File: src/dcp_pkg.sv
// ==========================================================================
// shared constants of the dual channel pwm unit
// ==========================================================================
package dcp_pkg;

   // ======================================================================
   // structure
   // ======================================================================
   localparam int unsigned CH_COUNT = 2;
   localparam int unsigned REG_W = 8;
   localparam int unsigned ADDR_W = 10;
   localparam int unsigned DATA_W = 32;
   localparam int unsigned RDATA_W = 16;

   // ======================================================================
   // register indices, byte address is four times the index
   // ======================================================================
   localparam logic [7:0] IDX_CH0_WIDTH = 8'hFC;
   localparam logic [7:0] IDX_CH1_WIDTH = 8'hFD;
   localparam logic [7:0] IDX_PRE_RELOAD = 8'hFE;
   localparam logic [7:0] IDX_STATUS = 8'hFF;

   // ======================================================================
   // status register fields
   // ======================================================================
   localparam int unsigned STAT_CNT_LSB = 0;
   localparam int unsigned STAT_OUT_LSB = 8;

   // ======================================================================
   // reset values and counter limits
   // ======================================================================
   localparam logic [7:0] WIDTH_RST = 8'h00;
   localparam logic [7:0] PRE_RST = 8'h00;
   localparam logic [7:0] CNT_RST = 8'h00;
   localparam logic [7:0] CNT_TOP = 8'hFE;
   localparam logic [7:0] CNT_STEP = 8'h01;
   localparam logic [7:0] WIDTH_ALL_HIGH = 8'h00;
   localparam logic [7:0] WIDTH_ALL_LOW = 8'hFF;
   localparam logic OUT_RST = 1'b1;
   localparam logic [15:0] RDATA_RST = 16'h0000;

endpackage : dcp_pkg

File: src/dcp_pwm.sv
`timescale 1ns/10ps
// ==========================================================================
// dual channel pwm unit with an avalon-mm register slave
// ==========================================================================
// Behaviour
// - The shared counter advances only on ticks of an 8-bit prescaler.
// - One prescaler and one counter serve both channels.
// - The counter steps 0 to 254 and wraps to 0, a period of 255 ticks.
// - A channel is low while its width is greater than the counter.
// - A channel is high while its width is equal to or below the counter.
// - A new width acts on the compare at once, not at period end.
// - The prescaler divides by its reload value plus one.
// - Reading the prescaler register returns the reload, not the count.
// - A fixed divide by two stands ahead of the prescaler.
// - Duty runs 0/255 to 255/255 in steps of one count.
module dcp_pwm #(
   parameter int unsigned NUM_CH = dcp_pkg::CH_COUNT
) (
   input wire logic clk,
   input wire logic rst_n,
   input wire logic ce,
   input wire logic [dcp_pkg::ADDR_W-1:0] avs_address,
   input wire logic avs_read,
   input wire logic avs_write,
   input wire logic [dcp_pkg::DATA_W-1:0] avs_writedata,
   input wire logic [3:0] avs_byteenable,
   output logic [dcp_pkg::DATA_W-1:0] avs_readdata,
   output logic avs_waitrequest,
   output logic [NUM_CH-1:0] channel_pulse_output
);

   // ======================================================================
   // elaboration checks
   // ======================================================================
   generate
      if (NUM_CH != dcp_pkg::CH_COUNT) begin : g_bad_ch
         $error("register map serves exactly two channels");
      end
   endgenerate

   // ======================================================================
   // state
   // ======================================================================
   typedef struct packed {
      logic waitreq;
      logic [dcp_pkg::RDATA_W-1:0] rdata;
      logic [NUM_CH-1:0][7:0] width;
      logic [7:0] reload;
      logic [7:0] count;
   } dcp_top_st_t;

   dcp_top_st_t st_ff;
   dcp_top_st_t nxt_st;

   logic tick;
   logic req;
   logic commit_wr;
   logic [7:0] idx;
   logic [7:0] wbyte;
   logic [dcp_pkg::RDATA_W-1:0] rd_mux;
   logic [NUM_CH-1:0] pulse_lvl;

   // ======================================================================
   // bus decode
   // ======================================================================
   // word index from the byte address
   assign idx = avs_address[9:2];
   assign wbyte = avs_writedata[7:0];
   assign req = avs_read | avs_write;
   // write lands on the edge the master sees waitrequest low
   assign commit_wr = ce & avs_write & ~st_ff.waitreq & avs_byteenable[0];

   // read mux, unmapped words read zero
   always_comb begin
      rd_mux = dcp_pkg::RDATA_RST;
      case (idx)
         dcp_pkg::IDX_CH0_WIDTH: begin
            rd_mux[7:0] = st_ff.width[0];
         end
         dcp_pkg::IDX_CH1_WIDTH: begin
            rd_mux[7:0] = st_ff.width[1];
         end
         dcp_pkg::IDX_PRE_RELOAD: begin
            rd_mux[7:0] = st_ff.reload;
         end
         dcp_pkg::IDX_STATUS: begin
            rd_mux[dcp_pkg::STAT_CNT_LSB +: 8] = st_ff.count;
            rd_mux[dcp_pkg::STAT_OUT_LSB +: NUM_CH] = pulse_lvl;
         end
         default: begin
            rd_mux = dcp_pkg::RDATA_RST;
         end
      endcase
   end

   // ======================================================================
   // shared prescaler
   // ======================================================================
   // one tick source for both channels
   dcp_prescaler #(
      .W(8)
   ) u_pre (
      .clk(clk),
      .rst_n(rst_n),
      .ce(ce),
      .reload(st_ff.reload),
      .tick(tick)
   );

   // ======================================================================
   // next state
   // ======================================================================
   // bus handshake, register writes and the shared counter
   always_comb begin
      nxt_st = st_ff;
      if (ce) begin
         // answer one cycle after a request appears
         if (req && st_ff.waitreq) begin
            nxt_st.waitreq = 1'b0;
            if (avs_read) begin
               nxt_st.rdata = rd_mux;
            end
         end else begin
            nxt_st.waitreq = 1'b1;
         end
         // register writes, width acts on the next compare
         if (commit_wr) begin
            case (idx)
               dcp_pkg::IDX_CH0_WIDTH: begin
                  nxt_st.width[0] = wbyte;
               end
               dcp_pkg::IDX_CH1_WIDTH: begin
                  nxt_st.width[1] = wbyte;
               end
               dcp_pkg::IDX_PRE_RELOAD: begin
                  nxt_st.reload = wbyte;
               end
               default: begin
                  nxt_st.reload = st_ff.reload;
               end
            endcase
         end
         // shared counter, modulo 255
         if (tick) begin
            if (st_ff.count == dcp_pkg::CNT_TOP) begin
               nxt_st.count = dcp_pkg::CNT_RST;
            end else begin
               nxt_st.count = st_ff.count + dcp_pkg::CNT_STEP;
            end
         end
      end
   end

   // ======================================================================
   // state register
   // ======================================================================
   // reset clears counter, registers and holds off the bus
   always_ff @(posedge clk or negedge rst_n) begin
      if (!rst_n) begin
         st_ff.waitreq <= 1'b1;
         st_ff.rdata <= dcp_pkg::RDATA_RST;
         st_ff.width <= {NUM_CH{dcp_pkg::WIDTH_RST}};
         st_ff.reload <= dcp_pkg::PRE_RST;
         st_ff.count <= dcp_pkg::CNT_RST;
      end else begin
         st_ff <= nxt_st;
      end
   end

   // ======================================================================
   // channels
   // ======================================================================
   // each channel compares its width with the common count
   generate
      for (genvar c = 0; c < NUM_CH; c++) begin : g_ch
         dcp_channel u_ch (
            .clk(clk),
            .rst_n(rst_n),
            .ce(ce),
            .width(st_ff.width[c]),
            .count(st_ff.count),
            .pulse_out(pulse_lvl[c])
         );
      end
   endgenerate

   // ======================================================================
   // outputs
   // ======================================================================
   // all straight from flip-flops
   assign channel_pulse_output = pulse_lvl;
   assign avs_waitrequest = st_ff.waitreq;
   assign avs_readdata = {16'h0000, st_ff.rdata};
endmodule : dcp_pwm

File: src/dcp_prescaler.sv
`timescale 1ns/10ps
// ==========================================================================
// fixed divide by two followed by a reloadable down counter
// ==========================================================================
module dcp_prescaler #(
   parameter int unsigned W = 8
) (
   input wire logic clk,
   input wire logic rst_n,
   input wire logic ce,
   input wire logic [W-1:0] reload,
   output logic tick
);

   typedef struct packed {
      logic half;
      logic [W-1:0] cnt;
   } dcp_pre_st_t;

   dcp_pre_st_t st_ff;
   dcp_pre_st_t nxt_st;

   generate
      if (W < 1) begin : g_bad_w
         $error("prescaler width must be at least one");
      end
   endgenerate

   // ======================================================================
   // tick once per 2 x (reload + 1) clocks
   // ======================================================================
   assign tick = ce & st_ff.half & (st_ff.cnt == '0);

   // next state: halve, then count down and reload
   always_comb begin
      nxt_st = st_ff;
      if (ce) begin
         nxt_st.half = ~st_ff.half;
         if (st_ff.half) begin
            if (st_ff.cnt == '0) begin
               nxt_st.cnt = reload;
            end else begin
               nxt_st.cnt = st_ff.cnt - 1'b1;
            end
         end
      end
   end

   // state register, cleared so counting restarts from zero
   always_ff @(posedge clk or negedge rst_n) begin
      if (!rst_n) begin
         st_ff <= '0;
      end else begin
         st_ff <= nxt_st;
      end
   end
endmodule : dcp_prescaler

File: src/dcp_channel.sv
`timescale 1ns/10ps
// ==========================================================================
// one compare channel with a registered output level
// ==========================================================================
module dcp_channel (
   input wire logic clk,
   input wire logic rst_n,
   input wire logic ce,
   input wire logic [7:0] width,
   input wire logic [7:0] count,
   output logic pulse_out
);

   typedef struct packed {
      logic level;
   } dcp_ch_st_t;

   dcp_ch_st_t st_ff;
   dcp_ch_st_t nxt_st;

   // low while width exceeds count, high otherwise
   always_comb begin
      nxt_st = st_ff;
      if (ce) begin
         nxt_st.level = !(width > count);
      end
   end

   // output register
   always_ff @(posedge clk or negedge rst_n) begin
      if (!rst_n) begin
         st_ff <= '{level: dcp_pkg::OUT_RST};
      end else begin
         st_ff <= nxt_st;
      end
   end

   assign pulse_out = st_ff.level;
endmodule : dcp_channel

File: config.mk
export PLATFORM = sky130hd
export DESIGN_NAME = dcp_pwm
export DESIGN_NICKNAME = d
export VERILOG_FILES = /design/src/dcp_pkg.sv /design/src/dcp_pwm.sv /design/src/dcp_prescaler.sv /design/src/dcp_channel.sv
export SDC_FILE = /design/constraint.sdc
export NUM_CORES = 1
export LEC_CHECK = 0
export BUFFER_PORTS_ARGS = -buffer_cell sky130_fd_sc_hd__buf_2
export CORE_MARGIN = 8
export CORE_UTILIZATION = 35
export CTS_CLUSTER_SIZE = 24
export DETAILED_ROUTE_END_ITERATION = 8
export SYNTH_ARGS = -nofsm -noshare
export SYNTH_HDL_FRONTEND = slang
export SYNTH_HIERARCHICAL = 1
export SYNTH_SLANG_ARGS = --single-unit
File: constraint.sdc
create_clock -name clk -period 4.25 [get_ports clk]
set_clock_uncertainty 0.05 [all_clocks]
set_input_delay 0.425 -clock clk [delete_from_list [all_inputs] [get_ports clk]]
set_output_delay 0.425 -clock clk [all_outputs]
set_load 0.01 [all_outputs]
# Word level (Yosys, flattened, before mapping)
# Cells that the tools add are included.
[totals]
reg_bits = 54
elab_cells = 42
input_bits = 51
[classes]
bitwise = 8
eq_ne = 5
order_cmp = 2
mux = 5
n_addsub = 2
reduce_logical = 10
[op_table]
columns = ["op", "count"]
rows = [
  ["equality test 8 bit, second input constant", 5],
  ["case mux 8 bit (4 select lines)", 1],
  ["greater-than comparator 8 bit", 2],
  ["2-to-1 mux 8 bit", 2],
  ["AND reduction 3 bit", 4],
  ["adder 8 x 1 -> 8 bit, second input constant", 1],
  ["logical NOT 8 bit", 1],
  ["subtractor 8 x 1 -> 8 bit, second input constant", 1],
  ["AND 1 bit", 5],
  ["AND reduction 2 bit", 2],
  ["logical NOT 1 bit", 2],
  ["2-to-1 mux 2 bit", 1],
  ["inverter 1 bit", 2],
  ["logical AND 1 bit", 1],
  ["2-to-1 mux 1 bit", 1],
  ["OR 1 bit", 1],
]

# Longest topological paths before layout
[logic_depth]
depth_word = 4
depth_mapped = 7
depth_no_buf = 7

# Modules after synthesis
# The synthesis kept the hierarchy.
[modules_own_cells]
columns = ["module", "cells_per_inst", "area_per_inst_um2", "n_inst", "seq_area_each_um2"]
rows = [
  ["dcp_pwm", 180, 2289.7, 1, 1077.3],
  ["dcp_prescaler", 59, 558.0, 1, 225.2],
  ["dcp_channel", 30, 229.0, 2, 26.3],
]

# Least setup slack after synthesis
# OpenSTA, ideal clock, no wires.
[synth_timing]
path_kind = "flip-flop to flip-flop"
start = "register u_pre/st_ff[0] in the netlist's numbering"
end = "register, netlist name st_ff[4]"
path_stages_with_launch = 8
arrival_ns = 1.840
setup_ns = 0.087
path_slack_ns = 2.274
period_less_slack_ns = 1.976
path_cell_list = "dfrtp_1 inv_1 ha_1 or3b_4 nor2_1 nand3_1 or3_1 o211ai_1"
[synth_via]
elab_chain_cells = 3
[synth_rtl]
columns = ["element", "line", "rtl"]
rows = [
  ["from (decl)", "dcp_prescaler.sv:20", "dcp_pre_st_t st_ff;"],
  ["from (signal assigned)", "dcp_prescaler.sv:54", "st_ff <= nxt_st;"],
  ["logical NOT 8 bit", "dcp_prescaler.sv:32", "assign tick = ce & st_ff.half & (st_ff.cnt == '0);"],
  ["AND 1 bit", "dcp_prescaler.sv:32", ""],
  ["net tick", "dcp_pwm.sv:55", "logic tick;"],
  ["AND reduction 2 bit (no source line)", "-", ""],
]
# The timed path passes the listed nets, and every way through them passes these cells.
# A chain may end at the register's enable or synchronous reset.

# Final worst setup path
[layout_timing]
start = "register u_pre/st_ff[0] in the netlist's numbering"
end = "register, netlist name st_ff[4]"
[layout_via]
elab_chain_cells = 3
[layout_rtl]
columns = ["element", "line"]
rows = [
  ["logical NOT 8 bit", "dcp_prescaler.sv:32"],
  ["AND 1 bit", "dcp_prescaler.sv:32"],
  ["net tick", "dcp_pwm.sv:55"],
  ["AND reduction 2 bit (no source line)", "-"],
]
# The timed path passes the listed nets, and every way through them passes these cells.

==> reports/qor.yml <==
outcome:
  outcome: "finished clean"
global_routing:
  grt_util_met3: 0.0266
  grt_util_met2: 0.191
  grt-busiest-layer: "met2"
  grt_usage: 0.117
  grt_pass1_vias: 2352
  grt_overflow_total: 0
  grt_pass1_wl_mm: 12.3
  grt_max_degree: 55
  antenna_found_initial: 0
  use_met1: 0.149
clocking:
  path_clk_slew_ps: 90
  cts_buffers: 5
  htreeDepth: 2
  ctsHoldBuffers: 0
  cts.sink_count: 54
  ctsLongestPathBuffers: 2
  postCtsSetupRepairBufs: 0
  clk_latency_ps: 310
  cts-resized-gates: 0
  cts_tree: "yes"
  root_buffer: "clkbuf_8"
cells_and_area:
  final_area_um2: 3530
  postLayoutCoreUtil: 0.384
  seq_area_um2: 1360
  final_cell_mix: "dfrtp_1 (51), buf_2 (34), mux2_2 (23), nand2_1 (22), conb_1 (22)"
  multi_input_area_um2: 1690
  nFillCells: 907
  final_common_cell: "dfrtp_1"
  final_cells: 437
  drive_above_1_share: 0.267
  diodes: 0
  num-nets-final: 396
  syn_to_final_growth_pct: 6.74
worst_setup_path:
  cpLargestDelayFamily: "simple AND/OR/NAND/NOR gates"
  cp_max_fo: 7
  cp.arrival_ps: 2530
  end_kind: "register"
  slowest_delay_ps: 420
  cp_slowest_cell: "dfrtp_1"
  cp-start-kind: "register"
  path_cells: "inv_1, ha_1, or3b_4, nor2_1, nand3_1, or3_1, o211ai_1"
  critPathRequiredTime_ps: 4420
  worstSetupPathType: "register to register"
  critical_path_buf_inv_count: 1
placed_design:
  place_inst: 429
  port-buffer-count: 34
  post-place-ws_ps: 1600
  gp_congestion: 0.782
  place_area_um2: 3440
  dp_hpwl_mm: 5.56
sta:
  grt_setup_unrepaired: "false"
  relSlewSlack: 0.413
  fin_setup_tns_ps: 0
  min_period_ps: 2360
  worst_slack_ps: 1890
  drv_slew: 0
  fmax_mhz: 424
  worst_pin_slew_ps: 873
  finalSetupViolCount: 0
  hold_viol: 0
  fin_crit_sh: 0.555
yosys:
  synth_cells: 299
  syn_area_um2: 3310
  yosys_warnings: 6
  synth-seq-cells: 54
  async_flop_share: 1.00
  ys_types: 46
  ys.flop_type: "dfrtp_1"
  yosysSeqAreaShare: 0.410
  synth-edff-count: 0
  synth_area_per_cell_um2: 11.1
power_and_ir_drop:
  p_sw_frac: 0.324
  p_leak_nw: 1.69
  p_int_mw: 0.823
  powerDensity_nw_per_um2: 345
  combPwrFrac: 0.228
  ir_drop_uv: 146
  power_frac_seq: 0.526
  p_sw_mw: 0.394
  power_frac_clock: 0.246
route:
  ant_nets: 0
  drc_errors: 0
  drt-total-wl_mm: 7.33
  viasPerCell: 5.35
  drt_iter0_drc: 117
  vias: 2339
  post_drt_wl_per_cell_um: 16.8
  drt_pre_antenna_iters: 4
floorplanning:
  dieHeight_um: 113
  ioPinCount: 86
  rows: 35
  fp.dieW_um: 113
  die_area_um2: 12800
  start_util: 0.359
  coreArea_um2: 9200
min_path:
  min_path_type: "primary input to async pin"
run:
  cap_violations: 0
==> path summary, 6_finish.rpt <==
kind	startpoint	slack [ps]	depth (start not counted)	endpoint
max	u_pre/st_ff[0]$_DFFE_PN0P_	1890	7	st_ff[4]$_DFFE_PN0P_
min	rst_n	180	2	u_pre/st_ff[0]$_DFFE_PN0P_
max reg2reg	u_pre/st_ff[0]$_DFFE_PN0P_	1890	7	st_ff[4]$_DFFE_PN0P_
min reg2reg	avs_readdata[9]$_DFFE_PN0P_	430	2	avs_readdata[9]$_DFFE_PN0P_
max in group asynchronous	rst_n	3510	2	st_ff[22]$_DFFE_PN0P_
min in group clk	avs_writedata[0]	320	2	st_ff[24]$_DFFE_PN0P_
==> per-layer routing <==
metal  share of wire  routed length [um]
met5               0                   0
met4           0.011                  82
met3           0.065                 474
met2            0.46                3400
met1            0.46                3370
==> cell usage after synthesis (all sizes together) (5+ instances only) <==
cell | instances | share of area
nand4 | 9 | 0.022
buf | 34 | 0.076
a22o | 8 | 0.021
nand3 | 9 | 0.014
mux2 | 24 | 0.082
a21oi | 14 | 0.021
inv | 20 | 0.023
nand2 | 22 | 0.025
nor2 | 6 | 0.0068
a31oi | 5 | 0.0095
o211ai | 8 | 0.018
ha | 20 | 0.076
mux4 | 8 | 0.055
o21ai | 12 | 0.018
dfrtp | 51 | 0.39
==> cells by family after synthesis <==
family,after synthesis,synth area share
and+or+nand+nor,70,0.140
adders and majority gates,20,0.0757
other,1,0.00113
muxes,32,0.136
xor gates and xnor gates,1,0.00265
buffers and inverters,57,0.103
AOI/OAI and AO/OA,64,0.131
DFF,54,0.410
==> flip-flops by register name (all words and copies together), names as in the netlist <==
register,cells
avs_readdata,10
g_ch.u_ch/pulse_out,2
st_ff,32
u_pre/st_ff,9
avs_waitrequest,1
==> per-stage QoR <==
| step | hold slack (ps) | total power, mW |
|---|---|---|
| final | 184 | 1.22 |
| after global routing | 242 | 1.30 |
| after CTS | 210 | 1.23 |
| after detailed placement | 410 | 0.929 |
| after global placement | 407 | 0.919 |
| after floorplan | 79.4 | 0.858 |
==> cell type report <==
type	instances	area share
Multi-Input combinational cell	209	0.479
Sequential cell	54	0.384
Timing Repair Buffer	35	0.0504
Tap cell	111	0.0394
Clock buffer	7	0.0245
Inverter	20	0.0213
Clock inverter	1	0.00142
==> power by group through the flow <==
stage / combinational, mW / sequential, mW / clock [mW]
after CTS: 0.280 / 0.640 / 0.309
final: 0.277 / 0.641 / 0.299
after global placement: 0.270 / 0.649 / 0
after detailed placement: 0.279 / 0.650 / 0
after global routing: 0.316 / 0.652 / 0.331
after floorplan: 0.224 / 0.634 / 0
Note: power is estimated with default switching activity, not from simulation.
